### src/common/pcs_pkg.sv
package pcs_pkg;
    localparam int DW = 8;
    // register indices on the plain port
    localparam logic [0:0] ADDR_CTRL = 1'h0;
    localparam logic [0:0] ADDR_TEST = 1'h1;
    // control fields
    localparam int CB_HPOL = 0;
    localparam int CB_VPOL = 1;
    localparam int CB_SPLIT = 2;
    localparam int CB_NIB = 3;
    localparam int CB_PED = 4;
    localparam int CB_SYNC = 5;
    localparam int CB_SEL = 7;
    localparam logic [7:0] CTRL_RESET = 8'h03;
    // test register fields
    localparam int TB_RES = 3;
    localparam int TB_ASEL_LO = 4;
    localparam logic [3:0] ASEL_R_B = 4'hA;
    localparam logic [3:0] ASEL_R_REF = 4'h9;
    localparam logic [3:0] ASEL_G_B = 4'h6;
    localparam logic [3:0] ASEL_G_REF = 4'h5;
    // channel selector codes
    localparam logic [2:0] CH_PAL_R = 3'h0;
    localparam logic [2:0] CH_PAL_G = 3'h1;
    localparam logic [2:0] CH_PAL_B = 3'h2;
    localparam logic [2:0] CH_ID = 3'h3;
    localparam logic [2:0] CH_ACC_R = 3'h4;
    localparam logic [2:0] CH_ACC_G = 3'h5;
    localparam logic [2:0] CH_ACC_B = 3'h6;
    localparam logic [2:0] CH_ANALOG = 3'h7;
    // arbitrary identification value
    localparam logic [7:0] ID_DEFAULT = 8'h5A;

    typedef struct packed {
        logic [7:0] red;
        logic [7:0] green;
        logic [7:0] blue;
    } pcs_rgb_t;

    typedef struct packed {
        logic blank_n;
        logic hsync_n;
        logic vsync_n;
    } pcs_vid_t;
endpackage

### src/pcs_palette_ctrl.sv
`timescale 1ns/1ps
// Overview of operation
// RULE1: select output low at reset and in pass-through, else control bit 7.
// RULE2: bits 0/1 pick hsync/vsync output polarity, 1 active high, default 1.
// RULE3: polarity acts only in normal modes; pass-through passes syncs as-is.
// RULE4: split transfer when bits 3:2 are 01; nibble mode when 10.
// RULE5: bit 4 selects pedestal, 0 none, 1 7.5 IRE.
// RULE6: bit 5 enables sync on the green current output.
// RULE7: bit 6 is reserved, default 0, no effect.
// RULE8: bit 7 only drives the select output, default 0.
// RULE9: test write stores selector from bits 2:0; read returns channel data.
// RULE10: selector codes map palette rgb, id, accumulations rgb, analog test.
// RULE11: palette channel reads return feed value, then step r-g-b-r.
// RULE12: id read returns static id then steps to red.
// RULE13: per palette word, add one-bit count of selected byte to accumulator.
// RULE14: temporary accumulator is 8 bits and wraps past 255.
// RULE15: accumulation runs at half the pixel clock.
// RULE16: vsync falling edge latches accumulator to result, then clears it.
// RULE17: selector changes before next frame to a different color byte.
// RULE18: analog test bits 7:4 are rw selects, bit 3 read-only result.
// RULE19: codes 1010, 1001, 0110, 0101 pick comparator pair; 1 means first greater.
// RULE20: comparator result captured on falling edge of blank strobe.
// RULE21: host writes 0000 into select bits outside analog test.
// RULE22: host holds pixel data steady during palette channel reads.
// RULE23: syncs and blank sampled per mode: video or pass-through clock.
// RULE24: accumulation selector rotates 100, 101, 110, 100 each frame.
// RULE25: accumulation read returns latched result, not running sum.
module pcs_palette_ctrl
    import pcs_pkg::*;
#(
    parameter logic [7:0] ID_CODE = ID_DEFAULT
)(
    input wire logic clk_i,
    input wire logic nrst_i,
    input wire logic addr_i,
    input wire logic [7:0] wdata_i,
    input wire logic wr_i,
    input wire logic rd_i,
    output logic [7:0] rdata_o,
    input wire logic passthru_i,
    input wire logic video_timing_clock_fall_i,
    input wire logic ptclk_rise_i,
    input wire pcs_vid_t vid_i,
    input wire pcs_rgb_t pal_i,
    input wire logic pal_valid_i,
    input wire logic cmp_rb_i,
    input wire logic cmp_rref_i,
    input wire logic cmp_gb_i,
    input wire logic cmp_gref_i,
    output logic horiz_sync_output_o,
    output logic vert_sync_output_o,
    output logic external_select_output_o,
    output logic split_transfer_enable_o,
    output logic nibble_mode_enable_o,
    output logic pedestal_enable_o,
    output logic sync_on_green_enable_o,
    output logic [3:0] analog_sel_o
);
    logic [7:0] general_control;
    logic [2:0] sel;
    logic [3:0] asel;
    logic cmp_res;
    pcs_vid_t vid_q;
    logic vsync_d;
    logic blank_d;
    logic half;
    logic [7:0] acc_tmp;
    pcs_rgb_t acc_res;
    logic next_cmp;
    logic [7:0] next_rdata;
    logic vs_fall;
    logic wr_ctrl;
    logic wr_test;
    logic rd_test;
    logic rd_ctrl;
    logic [2:0] next_sel;

    function automatic logic [3:0] ones8(input logic [7:0] v);
        logic [3:0] n;
        n = 4'h0;
        for (int i = 0; i < 8; i++)
        begin
            n = n + {3'h0, v[i]};
        end
        return n;
    endfunction

    // normal modes: active-low inputs through a true/complement gate
    function automatic logic sync_out(input logic in_n, input logic pol,
        input logic pt);
        logic o;
        if (pt)
        begin
            o = in_n;
        end
        else
        begin
            o = in_n ^ pol;
        end
        return o;
    endfunction

    // byte under watch for the accumulation channel in s
    function automatic logic [7:0] acc_byte(input logic [2:0] s,
        input pcs_rgb_t p);
        logic [7:0] b;
        b = p.blue;
        if (s == CH_ACC_R)
        begin
            b = p.red;
        end
        else if (s == CH_ACC_G)
        begin
            b = p.green;
        end
        return b;
    endfunction

    assign wr_ctrl = wr_i && (addr_i == ADDR_CTRL);
    assign wr_test = wr_i && (addr_i == ADDR_TEST);
    assign rd_test = rd_i && (addr_i == ADDR_TEST);
    assign rd_ctrl = rd_i && (addr_i == ADDR_CTRL);

    // bit 6 is stored and read back but drives no control output
    always_ff @(posedge clk_i or negedge nrst_i)
    begin
        if (!nrst_i)
            general_control <= CTRL_RESET;
        else if (wr_ctrl)
            general_control <= wdata_i; // [RULE2] [RULE7] [RULE8]
    end

    assign split_transfer_enable_o = general_control[CB_SPLIT]
        && !general_control[CB_NIB]; // [RULE4]
    assign nibble_mode_enable_o = general_control[CB_NIB]
        && !general_control[CB_SPLIT]; // [RULE4]
    assign pedestal_enable_o = general_control[CB_PED]; // [RULE5]
    assign sync_on_green_enable_o = general_control[CB_SYNC]; // [RULE6]
    assign analog_sel_o = asel; // [RULE19]

    // sample inputs on the mode's own clock edge
    always_ff @(posedge clk_i or negedge nrst_i)
    begin
        if (!nrst_i)
            vid_q <= '1;
        else if (passthru_i ? ptclk_rise_i : video_timing_clock_fall_i)
            vid_q <= vid_i; // [RULE23]
    end

    // registered, so entering pass-through shows one stale cycle
    always_ff @(posedge clk_i or negedge nrst_i)
    begin
        if (!nrst_i)
            horiz_sync_output_o <= 1'b0;
        else
            horiz_sync_output_o <= sync_out(vid_q.hsync_n,
                general_control[CB_HPOL], passthru_i); // [RULE2] [RULE3]
    end

    always_ff @(posedge clk_i or negedge nrst_i)
    begin
        if (!nrst_i)
            vert_sync_output_o <= 1'b0;
        else
            vert_sync_output_o <= sync_out(vid_q.vsync_n,
                general_control[CB_VPOL], passthru_i); // [RULE2] [RULE3]
    end

    always_ff @(posedge clk_i or negedge nrst_i)
    begin
        if (!nrst_i)
            external_select_output_o <= 1'b0;
        else if (passthru_i)
            external_select_output_o <= 1'b0; // [RULE1]
        else
            external_select_output_o <= general_control[CB_SEL]; // [RULE1]
    end

    // only the vsync pin counts, composite syncs never reach here
    assign vs_fall = vsync_d && !vid_q.vsync_n; // [RULE16]

    // idle high after reset, so no false edge follows release
    always_ff @(posedge clk_i or negedge nrst_i)
    begin
        if (!nrst_i)
            vsync_d <= 1'b1;
        else
            vsync_d <= vid_q.vsync_n;
    end

    always_ff @(posedge clk_i or negedge nrst_i)
    begin
        if (!nrst_i)
            blank_d <= 1'b1;
        else
            blank_d <= vid_q.blank_n;
    end

    // free-running phase, not tied to frame start
    always_ff @(posedge clk_i or negedge nrst_i)
    begin
        if (!nrst_i)
            half <= 1'b0;
        else
            half <= ~half; // [RULE15]
    end

    // half rate: circuit speed limit, alternate words are skipped
    always_ff @(posedge clk_i or negedge nrst_i)
    begin
        if (!nrst_i)
            acc_tmp <= 8'h00;
        else if (vs_fall)
            acc_tmp <= 8'h00; // [RULE16]
        else if (half && pal_valid_i && sel[2] && sel != CH_ANALOG) // [RULE15]
        begin
            acc_tmp <= acc_tmp
                + {4'h0, ones8(acc_byte(sel, pal_i))}; // [RULE13] [RULE14]
        end
    end

    always_ff @(posedge clk_i or negedge nrst_i)
    begin
        if (!nrst_i)
            acc_res <= '0;
        else if (vs_fall)
        begin
            unique case (sel)
                CH_ACC_R: acc_res.red <= acc_tmp; // [RULE16]
                CH_ACC_G: acc_res.green <= acc_tmp; // [RULE16]
                CH_ACC_B: acc_res.blue <= acc_tmp; // [RULE16]
                default: acc_res <= acc_res;
            endcase
        end
    end

    // write wins over a read or frame step in the same cycle
    always_comb
    begin
        next_sel = sel;
        if (wr_test)
        begin
            next_sel = wdata_i[2:0]; // [RULE9]
        end
        else if (rd_test)
        begin
            unique case (sel)
                CH_PAL_R: next_sel = CH_PAL_G; // [RULE11]
                CH_PAL_G: next_sel = CH_PAL_B; // [RULE11]
                CH_PAL_B: next_sel = CH_PAL_R; // [RULE11]
                CH_ID: next_sel = CH_PAL_R; // [RULE12]
                default: next_sel = sel;
            endcase
        end
        else if (vs_fall)
        begin
            unique case (sel)
                CH_ACC_R: next_sel = CH_ACC_G; // [RULE17] [RULE24]
                CH_ACC_G: next_sel = CH_ACC_B; // [RULE17] [RULE24]
                CH_ACC_B: next_sel = CH_ACC_R; // [RULE17] [RULE24]
                default: next_sel = sel;
            endcase
        end
    end

    always_ff @(posedge clk_i or negedge nrst_i)
    begin
        if (!nrst_i)
            sel <= CH_PAL_R;
        else
            sel <= next_sel;
    end

    // host keeps 0000 outside analog test; stored as written
    always_ff @(posedge clk_i or negedge nrst_i)
    begin
        if (!nrst_i)
            asel <= 4'h0;
        else if (wr_test)
            asel <= wdata_i[7:TB_ASEL_LO]; // [RULE18] [RULE21]
    end

    always_comb
    begin
        unique case (asel)
            ASEL_R_B: next_cmp = cmp_rb_i; // [RULE19]
            ASEL_R_REF: next_cmp = cmp_rref_i; // [RULE19]
            ASEL_G_B: next_cmp = cmp_gb_i; // [RULE19]
            ASEL_G_REF: next_cmp = cmp_gref_i; // [RULE19]
            default: next_cmp = 1'b0;
        endcase
    end

    always_ff @(posedge clk_i or negedge nrst_i)
    begin
        if (!nrst_i)
            cmp_res <= 1'b0;
        else if (blank_d && !vid_q.blank_n)
            cmp_res <= next_cmp; // [RULE20]
    end

    always_comb
    begin
        unique case (sel)
            CH_PAL_R: next_rdata = pal_i.red; // [RULE11] [RULE22]
            CH_PAL_G: next_rdata = pal_i.green; // [RULE11]
            CH_PAL_B: next_rdata = pal_i.blue; // [RULE11]
            CH_ID: next_rdata = ID_CODE; // [RULE12]
            CH_ACC_R: next_rdata = acc_res.red; // [RULE25]
            CH_ACC_G: next_rdata = acc_res.green; // [RULE25]
            CH_ACC_B: next_rdata = acc_res.blue; // [RULE25]
            default: next_rdata = {asel, cmp_res, sel}; // [RULE18]
        endcase
    end

    always_ff @(posedge clk_i or negedge nrst_i)
    begin
        if (!nrst_i)
            rdata_o <= 8'h00;
        else if (rd_ctrl)
            // whole register, reserved bit 6 included
            rdata_o <= general_control;
        else if (rd_test)
            rdata_o <= next_rdata; // [RULE9] [RULE10]
        else
            rdata_o <= 8'h00;
    end
endmodule // pcs_palette_ctrl

### config.mk
export PLATFORM = sky130hd
export DESIGN_NAME = pcs_palette_ctrl
export DESIGN_NICKNAME = d
export VERILOG_FILES = /design/src/common/pcs_pkg.sv /design/src/pcs_palette_ctrl.sv
export SDC_FILE = /design/constraint.sdc
export NUM_CORES = 1
export LEC_CHECK = 0
export BUFFER_PORTS_ARGS = -buffer_cell sky130_fd_sc_hd__clkbuf_2
export CELL_PAD_IN_SITES_DETAIL_PLACEMENT = 1
export CELL_PAD_IN_SITES_GLOBAL_PLACEMENT = 2
export CORE_MARGIN = 1.5
export CORE_UTILIZATION = 36
export CTS_BUF_LIST = sky130_fd_sc_hd__clkbuf_8
export CTS_CLUSTER_DIAMETER = 60
export DETAILED_ROUTE_END_ITERATION = 7
export GPL_TIMING_DRIVEN = 0
export HOLD_SLACK_MARGIN = 0.12
export PLACE_DENSITY_LB_ADDON = 0.1
export SYNTH_ARGS = -nofsm -noshare
export SYNTH_HDL_FRONTEND = slang
export SYNTH_SLANG_ARGS = --single-unit
export TNS_END_PERCENT = 10
### constraint.sdc
create_clock -name clk_i -period 7.89 [get_ports clk_i]
set_input_delay 1.1835 -clock clk_i [delete_from_list [all_inputs] [get_ports clk_i]]
set_output_delay 1.1835 -clock clk_i [all_outputs]
set_load 0.01 [all_outputs]
==> Flow_metrics.wiki <==
{| class="wikitable"
! Metric !! Value
|-
| Run status || completed
|-
| Pins Over Slew Limit || 0
|-
| Via count of the first global-routing pass || approximately 3,100
|-
| Crit Path Category || flop to flop
|-
| Boundary Pins || 67
|-
| CTS tree || done
|-
| Power density over the cells || 301.4 mW/mm^2
|-
| Final-layout setup total negative slack || 0 ns
|-
| Largest cells by area after synthesis || dfrtp_1, mux2_2, mux2i_1
|-
| Die Height || ~100 um
|-
| Placer congestion estimate || 0.7455
|-
| Overall global routing resource usage || 0.2060
|-
| Clock Latency Late Sink || roughly 0.36 ns
|-
| Transition time at the pin with the least slew margin || 0.5170 ns
|-
| R2R depth || 18
|-
| Maximum number of pins on one net before global-route repair || 63
|-
| Total core area || just under 0.01 mm^2
|-
| Placed cell area || between 0.004 and 0.005 mm^2
|-
| Dominant combinational cell family by area after synthesis || multiplexers
|-
| Post-synthesis compound-gate area fraction || 0.1320
|-
| Post-synthesis xor/xnor area fraction || 0.007054
|-
| Post-CTS setup buffers || 0
|-
| Final critical delay including setup and external delays || 4.845 ns
|-
| Final period utilization || 0.6141
|-
| Die Width || 104.7 um
|-
| Half-perimeter wire length of the detailed placement result || 7870 um
|-
| Number of instances in the synthesized netlist || about 330
|-
| Final Hold Violating Endpoints || 0
|-
| First drt pass iteration count || 4
|-
| Part of the power in registers || 0.331
|-
| Top fanout value on the critical path || 10
|-
| Leakage power figure || approximately 2.1 nW
|-
| Ant. Diodes || 0
|-
| Adder-cell share of the synthesized area || 0.04703
|-
| Startpoint of the lowest-slack register-to-register path || sel[2]
|-
| Fraction of the yosys area taken by sequential cells || 0.4390
|-
| RSZ-0062 raised after global routing || no
|-
| Total clock buffers created by CTS || 9
|-
| CP Capture Point || acc_tmp[6]
|-
| Utilization after layout || 0.4487
|-
| Filler cell count || 1,125
|-
| Clock power share || 0.225
|-
| Synthesized netlist net count || 384
|-
| Area of combinational cells with multiple inputs || between 0.0015 and 0.002 mm^2
|-
| Routed vias/inst || around 5.2
|-
| Resized cells post-CTS || 0
|-
| Clock tree buffer depth || 2
|-
| Number of vias in the routed layout || 2,803
|-
| Number of clock sinks || 65
|-
| Final layout net count || 460
|-
| Worst Slack Setup Final || 3.045 ns
|-
| Count of cell types in the netlist || 60
|-
| FF-to-FF End || acc_tmp[6]
|-
| Max-slew headroom || 0.6517
|-
| Hold Buf Count CTS || 0
|-
| Die ar. || 0.01097 mm^2
|-
| Fraction of layout cells with a size suffix above 1 || 0.4064
|-
| Multiplexer fraction of the synthesized cell area || 0.2039
|-
| Residual overflow from global routing || 0
|-
| Area fraction in and, or, nand and nor cells after synthesis || 0.1192
|-
| Mean post-synth cell area || 11.46 um^2
|-
| Clock transition at the register clock pins on the worst setup and hold paths after CTS || 0.07 ns
|-
| Pre-CTS setup slack || roughly 2.9 ns
|-
| Path class of the lowest-slack min-delay path || flop to flop
|-
| Starting utilization of the core area || 0.3759
|-
| CTS H-tree depth || 3
|-
| Post-route design area || 0.004447 mm^2
|-
| Sw power || roughly 510 uW
|-
| Tot Pwr || around 1.3 mW
|-
| Worst Hold Margin || a little under 0.4 ns
|-
| Number of buffer cells added on primary ports || 64
|-
| Detailed Route WL || about 11,000 um
|-
| DRC || 0
|-
| Critical Path Start Type || flop
|-
| Area share of the leading cell type in the synthesized netlist || 0.3897
|-
| Initial antenna violation count || 0
|-
| Syn. warnings || 0
|-
| Hold path start || vid_q[0]
|-
| Yosys top cell by area || dfrtp_1
|-
| Final-report setup violation count || 0
|-
| Arrival time of the worst setup path || 5.12 ns
|-
| Number of nets still failing antenna checks after routing || 0
|-
| Iter 0 DRT Violations || 106
|-
| Kind of end point of the critical path || flop
|-
| Post-route insts no fill || approximately 540
|-
| Post-Place Cells || 523
|-
| Site Rows || 36
|-
| Seq cells post-synth || 65
|-
| Prevailing post-synth register cell || dfrtp_1
|-
| Area growth from synthesis to layout || 19.38%
|-
| Mapped cell area || 0.003725 mm^2
|-
| Maximum clock frequency || around 210 MHz
|-
| Internal power summed over all cells || around 830 uW
|-
| Data required time of the critical path || 8.16 ns
|-
| Fraction of power consumed by combinational cells || 0.444
|-
| Wire length of the first global-routing pass || about 17,000 um
|-
| Number of synthesized flops with an enable pin || 0
|-
| Switching fraction of total power || 0.3794
|-
| Post-detailed-route wirelength per cell || 19.57 um
|-
| CTS Root Buffer Type || clkbuf_8
|-
| Register area || roughly 0.0016 mm^2
|-
| Number of maximum-capacitance violations || 0
|-
| FF-to-FF setup slack || 3.05 ns
|-
| Post-synthesis async set-or-reset flop share || 1.000
|-
| Worst VDD drop || 0.0001184 V
|-
| Source of the critical timing path || sel[2]
|-
| Worst-case clock skew || 0.01246 ns
|}
layer usage:
| layer | track usage | share of wire | wire (um) |
|---|---|---|---|
| met4 | 0.04990 | 0.0099 | 104 |
| met3 | 0.03930 | 0.029 | 305 |
| met1 | 0.2879 | 0.49 | 5162 |
| met5 | 0 | 0 | 0 |
| met2 | 0.3291 | 0.47 | 4975 |
state kept, by name, indices dropped and copies added (netlist names):
name	cells
sel	3
vert_sync_output_o	1
analog_sel_o	4
external_select_output_o	1
cmp_res	1
vid_q	3
horiz_sync_output_o	1
acc_res	24
vsync_d	1
half	1
blank_d	1
acc_tmp	8
general_control	8
rdata_o	8
worst min path at each step:
stage | to | slack (ns) | depth (start not counted)
after floorplan | blank_d | 0.36 | 0
after global placement | blank_d | 0.37 | 0
after detailed placement | blank_d | 0.38 | 0
after CTS | vsync_d | 0.40 | 0
after global routing | vsync_d | 0.41 | 0
final | vsync_d | 0.39 | 0
layout by cell type (no fill, tap or decap), drive strengths merged, types with 7 or more instances in the layout:
cell,instances
mux2,47
nor2,13
inv,12
dfstp,7
nor2b,9
mux2i,20
buf,16
dfrtp,58
a21oi,12
o21ai,24
nand2b,7
clkbuf,78
nand2,28
cells by family (layout without fill, tap and decap cells):
| family | count (synthesis) | after routing |
|---|---|---|
| flip-flops | 65 | 65 |
| XOR/XNOR | 3 | 3 |
| adder cells (fa/ha/maj) | 11 | 11 |
| multiplexers | 67 | 67 |
| AND/OR/NAND/NOR | 76 | 76 |
| buffers and inverters | 30 | 111 |
| AO/OA/AOI/OAI | 73 | 73 |
power by group through the flow:
| stage | logic [mW] | registers [mW] | clock network [mW] |
|---|---|---|---|
| after floorplan | 0.425 | 0.442 | 0 |
| after global placement | 0.589 | 0.447 | 0 |
| after detailed placement | 0.599 | 0.451 | 0 |
| after CTS | 0.603 | 0.445 | 0.308 |
| after global routing | 0.668 | 0.453 | 0.320 |
| final | 0.595 | 0.444 | 0.301 |
worst max-delay path, stage by stage, from the launching register on:
cell and delay (ns):
dfrtp_1 0.42, buf_6 0.18, buf_8 0.16, nand2b_1 0.26
buf_2 0.31, nand2_1 0.09, o21ai_0 0.14, fa_1 0.50
fa_1 0.56, inv_1 0.06, fa_1 0.47, inv_1 0.09
fa_1 0.23, inv_1 0.07, fa_1 0.42, nor2b_1 0.12
o21ai_0 0.14, a211oi_1 0.34, mux2i_1 0.22
layout make-up:
| cell class | instances | share of cell area |
|---|---|---|
| Multi-Input combinational cell | 230 | 0.4266 |
| Sequential cell | 65 | 0.3678 |
| Timing Repair Buffer | 65 | 0.07878 |
| Tap cell | 133 | 0.03742 |
| Clock buffer | 11 | 0.03405 |
| Buffer | 18 | 0.03320 |
| Clock inverter | 5 | 0.01210 |
| Inverter | 12 | 0.01013 |
cell usage after synthesis, types with 2 or more instances:
library cell / count
dfrtp_1: 58
mux2_2: 39
nand2_1: 26
o21ai_0: 21
mux2i_1: 20
a21oi_1: 12
inv_1: 11
nor2_1: 9
nor2b_1: 9
mux2_4: 8
dfstp_2: 7
ha_1: 6
nand2b_1: 6
a31oi_1: 5
buf_6: 5
fa_1: 5
o31ai_1: 5
a211oi_1: 4
buf_4: 4
nand3_1: 4
nand3b_1: 4
a22o_1: 3
buf_2: 3
nor3_1: 3
o21ai_1: 3
xnor2_1: 3
a21o_1: 2
a221oi_1: 2
a41o_1: 2
buf_8: 2
clkbuf_1: 2
nor2_4: 2
o211ai_1: 2
o22ai_1: 2
No activity file was read; power rests on OpenSTA's default activity.
